<file path="src/rtl/pbc_pkg.sv">
// shared constants, states and pin carriers of the parallel config port
package pbc_pkg;

  // -------------------------------------------------------------------
  // clock and timing
  // -------------------------------------------------------------------
  localparam int MCLK_HZ = 10_000_000;
  localparam int MASTER_CONFIG_CLOCK_NS = 800;
  localparam int MCLK_NS = 1_000_000_000 / MCLK_HZ;
  localparam logic [7:0] MASTER_HALF_DEF =
    8'((MASTER_CONFIG_CLOCK_NS / 2 + MCLK_NS - 1) / MCLK_NS);
  localparam logic [3:0] ABORT_CYCLES = 4'h4;
  localparam logic [3:0] STARTUP_CYCLES = 4'h8;
  localparam logic [3:0] STARTUP_DONE_AT = 4'h4;
  localparam logic [3:0] SELECT_BUSY_CYCLES = 4'h2;

  // -------------------------------------------------------------------
  // mode straps and status byte layout (bit index = pin number)
  // -------------------------------------------------------------------
  localparam logic [2:0] MODE_MASTER = 3'h0;
  localparam int STAT_ERR_BIT = 7;
  localparam int STAT_SYNC_BIT = 6;
  localparam int STAT_RB_BIT = 5;
  localparam int STAT_ABORT_BIT = 4;
  localparam logic [3:0] STAT_LOW_FILL = 4'hF;

  // -------------------------------------------------------------------
  // wishbone register map
  // -------------------------------------------------------------------
  localparam logic [3:0] ADDR_CTRL = 4'h0;
  localparam logic [3:0] ADDR_STATUS = 4'h4;
  localparam logic [3:0] ADDR_COUNT = 4'h8;
  localparam int CTRL_EN_BIT = 0;
  localparam int CTRL_HALF_LSB = 8;
  localparam logic [31:0] CTRL_RESET = {16'h0000, MASTER_HALF_DEF, 8'h01};

  typedef enum logic [2:0] {
    ST_WAIT_INIT,
    ST_IDLE,
    ST_SWITCH,
    ST_ACTIVE,
    ST_ABORT,
    ST_STARTUP
  } pbc_state_type;

  typedef struct packed {
    logic config_clock;
    logic init_ready_n;
    logic port_select_n;
    logic read_write_select_n;
    logic [2:0] mode_select;
    logic [7:0] data;
  } pbc_pins_type;

endpackage : pbc_pkg
</file>
<file path="src/rtl/pbc_config_port.sv">
// byte-wide configuration and readback port with wishbone control
//
// The Wishbone register port and the register offsets were chosen for this implementation.
`timescale 1ns/1ps

module pbc_config_port
(
  input wire logic mclk,
  input wire logic sys_rst,
  // wishbone classic slave
  input wire logic wb_cyc_i,
  input wire logic wb_stb_i,
  input wire logic wb_we_i,
  input wire logic [3:0] wb_adr_i,
  input wire logic [3:0] wb_sel_i,
  input wire logic [31:0] wb_dat_i,
  output logic [31:0] wb_dat_o,
  output logic wb_ack_o,
  // pins
  input wire logic config_clock_i,
  output logic config_clock_o,
  output logic config_clock_oe,
  input wire logic init_ready_n,
  input wire logic port_select_n,
  input wire logic read_write_select_n,
  input wire logic [2:0] mode_select,
  input wire logic [7:0] data_i,
  output logic [7:0] data_o,
  output logic data_oe,
  output logic busy_o,
  output logic busy_oe,
  output logic done_o,
  // internal packet processor side
  output logic [7:0] cfg_byte,
  output logic cfg_valid,
  input wire logic cfg_ready,
  input wire logic cfg_last,
  input wire logic [7:0] rb_byte,
  input wire logic rb_valid,
  output logic rb_take,
  input wire logic config_error_n,
  input wire logic sync_aligned,
  input wire logic readback_active
);

  // -------------------------------------------------------------------
  // pin synchronisers
  // -------------------------------------------------------------------
  pbc_pkg::pbc_pins_type pin_raw;
  pbc_pkg::pbc_pins_type pin_meta_reg;
  pbc_pkg::pbc_pins_type pin_sync_reg;
  logic config_clock_prev_reg;

  assign pin_raw = {config_clock_i, init_ready_n, port_select_n,
                    read_write_select_n, mode_select, data_i};

  // meta stage is read by the sync stage only
  always_ff @(posedge mclk)
  begin
    pin_meta_reg <= pin_raw;
    pin_sync_reg <= pin_meta_reg;
    config_clock_prev_reg <= pin_sync_reg.config_clock;
  end

  // -------------------------------------------------------------------
  // wishbone registers
  // -------------------------------------------------------------------
  logic [31:0] ctrl_reg;
  logic [15:0] count_reg;
  logic ack_reg;
  logic [31:0] rdata_reg;
  pbc_pkg::pbc_state_type state_reg;
  logic master_reg;
  logic done_reg;
  logic [3:0] abort_seen_reg;

  wire wb_take = wb_cyc_i & wb_stb_i & ~ack_reg;
  wire wr_ctrl = wb_take & wb_we_i & (wb_adr_i == pbc_pkg::ADDR_CTRL);
  wire port_en = ctrl_reg[pbc_pkg::CTRL_EN_BIT];
  wire [7:0] half_cnt = ctrl_reg[pbc_pkg::CTRL_HALF_LSB +: 8];
  wire [31:0] status_word = {20'h00000, abort_seen_reg, 1'b0,
                             master_reg, done_reg, 1'b0, 1'b0,
                             state_reg};
  wire [31:0] rdata_next =
    (wb_adr_i == pbc_pkg::ADDR_CTRL) ? ctrl_reg :
    (wb_adr_i == pbc_pkg::ADDR_STATUS) ? status_word :
    (wb_adr_i == pbc_pkg::ADDR_COUNT) ? {16'h0000, count_reg} :
    32'h00000000; // unmapped reads zero, still acked

  // one-cycle ack, byte lanes honoured on the control word
  always_ff @(posedge mclk)
  begin
    if (sys_rst)
    begin
      ack_reg <= 1'b0;
      rdata_reg <= 32'h00000000;
      ctrl_reg <= pbc_pkg::CTRL_RESET;
    end
    else
    begin
      ack_reg <= wb_take;
      rdata_reg <= rdata_next;
      for (int b = 0; b < 4; b++)
        if (wr_ctrl && wb_sel_i[b])
          ctrl_reg[b*8 +: 8] <= wb_dat_i[b*8 +: 8];
    end
  end

  assign wb_ack_o = ack_reg;
  assign wb_dat_o = rdata_reg;

  // -------------------------------------------------------------------
  // config clock: generated in master mode, sampled in slave mode
  // -------------------------------------------------------------------
  logic [7:0] div_reg;
  logic config_clock_out_reg;
  wire div_wrap = (div_reg + 8'h01 >= half_cnt);
  wire master_rise = master_reg & div_wrap & ~config_clock_out_reg;
  wire slave_rise = pin_sync_reg.config_clock & ~config_clock_prev_reg;
  wire config_clock_rise = port_en & (master_reg ? master_rise : slave_rise);

  // divider only runs once master mode was strapped
  always_ff @(posedge mclk)
  begin
    if (sys_rst || !master_reg)
    begin
      div_reg <= 8'h00;
      config_clock_out_reg <= 1'b0;
    end
    else if (div_wrap)
    begin
      div_reg <= 8'h00;
      config_clock_out_reg <= ~config_clock_out_reg;
    end
    else
      div_reg <= div_reg + 8'h01;
  end

  assign config_clock_o = config_clock_out_reg;

  // -------------------------------------------------------------------
  // port sequencer
  // -------------------------------------------------------------------
  logic [3:0] cnt_reg;
  logic dir_reg;
  logic busy_reg;
  logic [7:0] dout_reg;
  logic dout_en_reg;
  logic busy_en_reg;
  logic [7:0] cfg_byte_reg;
  logic cfg_valid_reg;
  logic rb_take_reg;

  wire sel = ~pin_sync_reg.port_select_n;
  wire rd = pin_sync_reg.read_write_select_n;
  wire live = (state_reg != pbc_pkg::ST_WAIT_INIT);
  wire abort_hit = config_clock_rise & sel & live & (rd != dir_reg) &
                   (state_reg != pbc_pkg::ST_ABORT);
  wire write_take = config_clock_rise & sel & ~rd & ~busy_reg & cfg_ready &
                    ((state_reg == pbc_pkg::ST_IDLE) |
                     (state_reg == pbc_pkg::ST_ACTIVE));
  wire cnt_last_abort = (cnt_reg == pbc_pkg::ABORT_CYCLES - 4'h1);
  wire cnt_last_start = (cnt_reg == pbc_pkg::STARTUP_CYCLES - 4'h1);
  wire cnt_last_sel = (cnt_reg == pbc_pkg::SELECT_BUSY_CYCLES - 4'h1);
  // the edge that drops busy after selection already presents a byte
  wire read_give = config_clock_rise & sel & rd & rb_valid &
                   ((state_reg == pbc_pkg::ST_ACTIVE) |
                    ((state_reg == pbc_pkg::ST_SWITCH) & cnt_last_sel));
  // an aborting edge passes nothing on, so the count stays honest
  wire byte_take = write_take & ~abort_hit;
  // direction follows freely while deselected, so no false abort
  wire dir_load = live & (config_clock_rise | ~sel);
  wire [7:0] data_msb = {<<{pin_sync_reg.data}};
  wire [7:0] rb_pins = {<<{rb_byte}};
  wire [7:0] abort_status = {config_error_n, sync_aligned,
                             readback_active, 1'b0,
                             pbc_pkg::STAT_LOW_FILL};

  pbc_pkg::pbc_state_type state_next;
  logic [3:0] cnt_next;
  logic busy_next;

  // next state, evaluated on config clock rises except the init wait and the deselect fallback
  always_comb
  begin
    state_next = state_reg;
    cnt_next = cnt_reg;
    busy_next = busy_reg;
    case (state_reg)
      pbc_pkg::ST_WAIT_INIT:
        if (port_en && pin_sync_reg.init_ready_n)
          state_next = pbc_pkg::ST_IDLE;
      pbc_pkg::ST_IDLE:
        if (config_clock_rise && sel && rd)
        begin
          state_next = pbc_pkg::ST_SWITCH;
          cnt_next = 4'h0;
          busy_next = 1'b1;
        end
        else if (config_clock_rise && sel)
        begin
          state_next = pbc_pkg::ST_ACTIVE;
          busy_next = ~cfg_ready;
        end
      pbc_pkg::ST_SWITCH:
        if (config_clock_rise)
        begin
          cnt_next = cnt_reg + 4'h1;
          if (cnt_last_sel)
          begin
            state_next = pbc_pkg::ST_ACTIVE;
            busy_next = ~rb_valid;
          end
        end
      pbc_pkg::ST_ACTIVE:
        if (byte_take && cfg_last)
        begin
          state_next = pbc_pkg::ST_STARTUP;
          cnt_next = 4'h0;
        end
        else if (config_clock_rise)
          busy_next = rd ? ~rb_valid : ~cfg_ready;
      pbc_pkg::ST_ABORT:
        if (config_clock_rise)
        begin
          cnt_next = cnt_reg + 4'h1;
          if (cnt_last_abort)
          begin
            state_next = pbc_pkg::ST_IDLE;
            busy_next = 1'b0;
          end
        end
      pbc_pkg::ST_STARTUP:
        if (config_clock_rise)
        begin
          cnt_next = cnt_reg + 4'h1;
          if (cnt_last_start)
            state_next = pbc_pkg::ST_IDLE;
        end
      default:
        state_next = pbc_pkg::ST_WAIT_INIT;
    endcase
    // a deselected port falls back to idle from the switch and active states only
    if (!sel && ((state_reg == pbc_pkg::ST_ACTIVE) ||
                 (state_reg == pbc_pkg::ST_SWITCH)))
    begin
      state_next = pbc_pkg::ST_IDLE;
      busy_next = 1'b0;
    end
    if (abort_hit)
    begin
      state_next = pbc_pkg::ST_ABORT;
      cnt_next = 4'h0;
      busy_next = 1'b1;
    end
  end

  // state, straps and the captured direction
  always_ff @(posedge mclk)
  begin
    if (sys_rst)
    begin
      state_reg <= pbc_pkg::ST_WAIT_INIT;
      cnt_reg <= 4'h0;
      busy_reg <= 1'b0;
      master_reg <= 1'b0;
      dir_reg <= 1'b0;
      done_reg <= 1'b0;
    end
    else
    begin
      state_reg <= state_next;
      cnt_reg <= cnt_next;
      busy_reg <= busy_next;
      if (!live && state_next == pbc_pkg::ST_IDLE)
      begin
        master_reg <= (pin_sync_reg.mode_select ==
                       pbc_pkg::MODE_MASTER);
        dir_reg <= rd;
      end
      if (dir_load)
        dir_reg <= rd;
      if (config_clock_rise && state_reg == pbc_pkg::ST_STARTUP &&
          cnt_reg == pbc_pkg::STARTUP_DONE_AT)
        done_reg <= 1'b1;
    end
  end

  // pin drivers: enables drop one cycle after a deselect passes the synchronisers
  always_ff @(posedge mclk)
  begin
    if (sys_rst)
    begin
      dout_reg <= 8'h00;
      dout_en_reg <= 1'b0;
      busy_en_reg <= 1'b0;
    end
    else
    begin
      busy_en_reg <= sel;
      dout_en_reg <= sel & rd & live & (state_reg != pbc_pkg::ST_IDLE)
                     & (state_reg != pbc_pkg::ST_STARTUP);
      if (config_clock_rise && state_next == pbc_pkg::ST_ABORT && rd)
        dout_reg <= abort_status;
      else if (read_give)
        dout_reg <= rb_pins;
    end
  end

  // accepted byte handed on once per taking edge
  always_ff @(posedge mclk)
  begin
    if (sys_rst)
    begin
      cfg_byte_reg <= 8'h00;
      cfg_valid_reg <= 1'b0;
      rb_take_reg <= 1'b0;
      count_reg <= 16'h0000;
      abort_seen_reg <= 4'h0;
    end
    else
    begin
      cfg_valid_reg <= byte_take;
      rb_take_reg <= read_give & ~abort_hit;
      if (byte_take)
      begin
        cfg_byte_reg <= data_msb;
        count_reg <= count_reg + 16'h0001;
      end
      if (abort_hit)
        abort_seen_reg <= abort_seen_reg + 4'h1;
    end
  end

  assign config_clock_oe = master_reg;
  assign data_o = dout_reg;
  assign data_oe = dout_en_reg;
  assign busy_o = busy_reg;
  assign busy_oe = busy_en_reg;
  assign done_o = done_reg;
  assign cfg_byte = cfg_byte_reg;
  assign cfg_valid = cfg_valid_reg;
  assign rb_take = rb_take_reg;
endmodule : pbc_config_port

</file>
<file path="config.mk">
export PLATFORM = sky130hd
export DESIGN_NAME = pbc_config_port
export DESIGN_NICKNAME = d
export VERILOG_FILES = /design/src/rtl/pbc_pkg.sv /design/src/rtl/pbc_config_port.sv
export SDC_FILE = /design/constraint.sdc
export NUM_CORES = 1
export LEC_CHECK = 0
export BUFFER_PORTS_ARGS = -buffer_cell sky130_fd_sc_hd__buf_2
export CORE_ASPECT_RATIO = 0.9
export CORE_MARGIN = 2
export CORE_UTILIZATION = 40
export DETAILED_ROUTE_END_ITERATION = 10
export SETUP_SLACK_MARGIN = 0.15
export SKIP_CTS_REPAIR_TIMING = 1
export SLEW_MARGIN = 20
export SYNTH_ARGS = -nofsm -noshare
export SYNTH_HDL_FRONTEND = slang
export SYNTH_SLANG_ARGS = --single-unit
</file>
<file path="constraint.sdc">
create_clock -name mclk -period 3.7 [get_ports mclk]
set_clock_uncertainty 0.05 [all_clocks]
set_input_delay 0.37 -clock mclk [delete_from_list [all_inputs] [get_ports mclk]]
set_output_delay 0.37 -clock mclk [all_outputs]
set_load 0.05 [all_outputs]
</file>
==> results_dict.tcl <==
set metrics [dict create \
    grt_max_degree 63 \
    io_buffers 130 \
    setup-tns-final_ns 0 \
    yosysSeqAreaShare 0.515 \
    global_route.usage.met2 0.300 \
    path_max_fanout 9 \
    gr-usage-all-layers 0.189 \
    syn_avg_cell_area_um2 9.25 \
    finalCritPeriodShare 0.816 \
    max_freq_mhz 331 \
    synth_common_cells "dfxtp_1 (156), a21oi_1 (71), nand2_1 (67)" \
    met3_usage 0.0486 \
    grt_pass1_wl_um 24100 \
    place_area_um2 6870 \
    p_leak_uw 0.00313 \
    wl_per_cell_um 15.2 \
    syn_area_um2 6060 \
    die-area_um2 16200 \
    first_global_vias 4921 \
    path_class "reg -> reg" \
    num-fill-cells 1364 \
    synth_area_leaders "dfxtp_1 (52%), a21oi_1 (5.9%), nand3_1 (4.7%), nand2_1 (4.1%), ha_1 (2.9%)" \
    hold_viol 0 \
    ys.flop_type "dfxtp_1" \
    hold_path.class "in -> reg" \
    cts_tree "built" \
    yosysUniqueCellTypes 58 \
    finalWeightedCongestion 0.856 \
    rsz0062_at_grt "false" \
    ir_drop_v 0.000349 \
    crit_path_start_kind "register" \
    clk_pin_slew_ns 0.06 \
    synth_nets 743 \
    start_util 0.410 \
    vias_per_cell 5.15 \
    ant_nets 0 \
    first_pass_iters 5 \
    grt-ovfl-total 0 \
    slew_violations 0 \
    vias 5167 \
    crit_path_end_kind "register" \
    use_met1 0.243 \
    numCtsBuffers 17 \
    synth-edff-count 0 \
    rows 42 \
    diodes 0 \
    gr-max-usage-layer "met2" \
    drt_iter0_drc 315 \
    clock_latency_ns 0.43 \
    antenna_found_initial 0 \
    required_ns 4.00 \
    die_y_um 121 \
    synthArstFlopShare 0 \
    postSynthCellCount 655 \
    wl_um 15300 \
    ys_ff_latch 156 \
    area_growth_pct 25.8 \
    hpwlAfterDp_um 10800 \
    h-tree-depth 4 \
    synth_top_area_share 0.515 \
    stdcell_area_um2 7620 \
    die_w_um 134 \
    relSlewSlack 0.548 \
    synth_top_area_cell "dfxtp_1" \
    outcome "finished, final reports clean" \
    crit_arrival_ns 3.32 \
    clockBufferDepth 2 \
    worstMarginPinSlew_ns 0.677 \
    yosysMostFrequentCell "dfxtp_1" \
    coreArea_um2 14800 \
    ioPinCount 131 \
    clock_sinks 156 \
    yosysWarnings 0 \
    nets 882 \
    fin_crit_ns 3.02 \
    cts.root.buffer_cell "clkbuf_16" \
    max-cap-violations 0 \
    drive_above_1_share 0.231 \
    setup_viol 0 \
    drc_errors 0 \
    cellPowerDensity_nw_per_um2 488 \
]
## layer usage
metal	routed length, µm	up-vias
met5	0	-
met4	301	0
met3	944	23
met2	6910	176
met1	7130	2391
li1	-	2577
## stage by stage
stage | cells | setup slack (ns) | hold slack (ns) | total power (µW) | util
after floorplan | 655 | 0.942 | 0.260 | 1880 | -
after global placement | 958 | 0.820 | 0.260 | 1960 | 0.465
after detailed placement | 958 | 0.693 | 0.262 | 1960 | 0.465
after CTS | 988 | 0.668 | -0.0267 | 3740 | 0.506
after global routing | 1003 | 0.429 | 0.144 | 3840 | 0.516
final | 1003 | 0.680 | 0.149 | 3720 | 0.516
## cell type report
cell class                      instances  area [µm²]  area share
Sequential cell                       156        3120       0.410
Inverter                               17        63.8     0.00837
Multi-Input combinational cell        446        2710       0.355
Timing Repair Buffer                  156         883       0.116
Tap cell                              198         248      0.0325
Clock inverter                          6         109      0.0143
Clock buffer                           24         492      0.0645
## worst paths after layout
path	to	cells past startpoint	startpoint	slack, ns
worst max-delay path	cfg_byte[5]	11	div_reg[0]	0.68
worst max register to register	cfg_byte[5]	11	div_reg[0]	0.68
worst min-delay path	ctrl_reg[26]	3	wb_dat_i[26]	0.15
worst min register to register	data_msb[2]	0	pin_meta_reg[5]	0.27
## critical path, cell delays in order, from the launching register on
cell	delay (ns)
dfxtp_1	0.41
ha_1	0.21
nand3_1	0.13
nor2_1	0.15
xor2_1	0.09
ha_1	0.29
nand4_1	0.18
o311a_1	0.41
nor2_1	0.50
buf_4	0.28
nand3_1	0.09
a21oi_1	0.14
## where the power goes
| group | switching (µW) | leakage [µW] | internal (µW) | total, µW |
|---|---|---|---|---|
| combinational | 127 | 0.00156 | 81.4 | 208 |
| clock | 653 | 0.000297 | 1120 | 1780 |
| sequential | 23.2 | 0.00127 | 1710 | 1730 |
## kinds of logic (layout without fill, tap and decap cells)
| group | after synthesis | count (layout) | share of synthesized area |
|---|---|---|---|
| AO/OA/AOI/OAI | 135 | 135 | 0.142 |
| XOR/XNOR | 17 | 17 | 0.0246 |
| adder cells (fa/ha/maj) | 14 | 14 | 0.0289 |
| buffers and inverters | 53 | 203 | 0.0384 |
| flip-flops | 156 | 156 | 0.515 |
| multiplexers | 10 | 10 | 0.0171 |
| AND/OR/NAND/NOR | 270 | 270 | 0.234 |
## cells in the final DEF, fill, tap and decap left out, drive strengths merged, types with 3 or more instances in the layout
| cell | instances |
|---|---|
| dfxtp | 156 |
| buf | 141 |
| a21oi | 71 |
| nand2 | 67 |
| nand3 | 58 |
| nor2 | 39 |
| clkbuf | 24 |
| nor3 | 19 |
| inv | 17 |
| and2 | 17 |
| nand2b | 16 |
| dlygate4sd3 | 15 |
| ha | 14 |
| xor2 | 12 |
| nor2b | 11 |
| o31ai | 11 |
| nand4 | 10 |
| o21ai | 10 |
| a22oi | 9 |
| and3 | 8 |
| a22o | 8 |
| mux2i | 7 |
| xnor2 | 5 |
| a31oi | 5 |
| or4 | 5 |
| or3 | 5 |
| o21a | 4 |
| nor3b | 3 |
| mux2 | 3 |
| o22ai | 3 |
| bufinv | 3 |
| nor4 | 3 |
| clkinv | 3 |
Power figures use the tool's default switching activity.
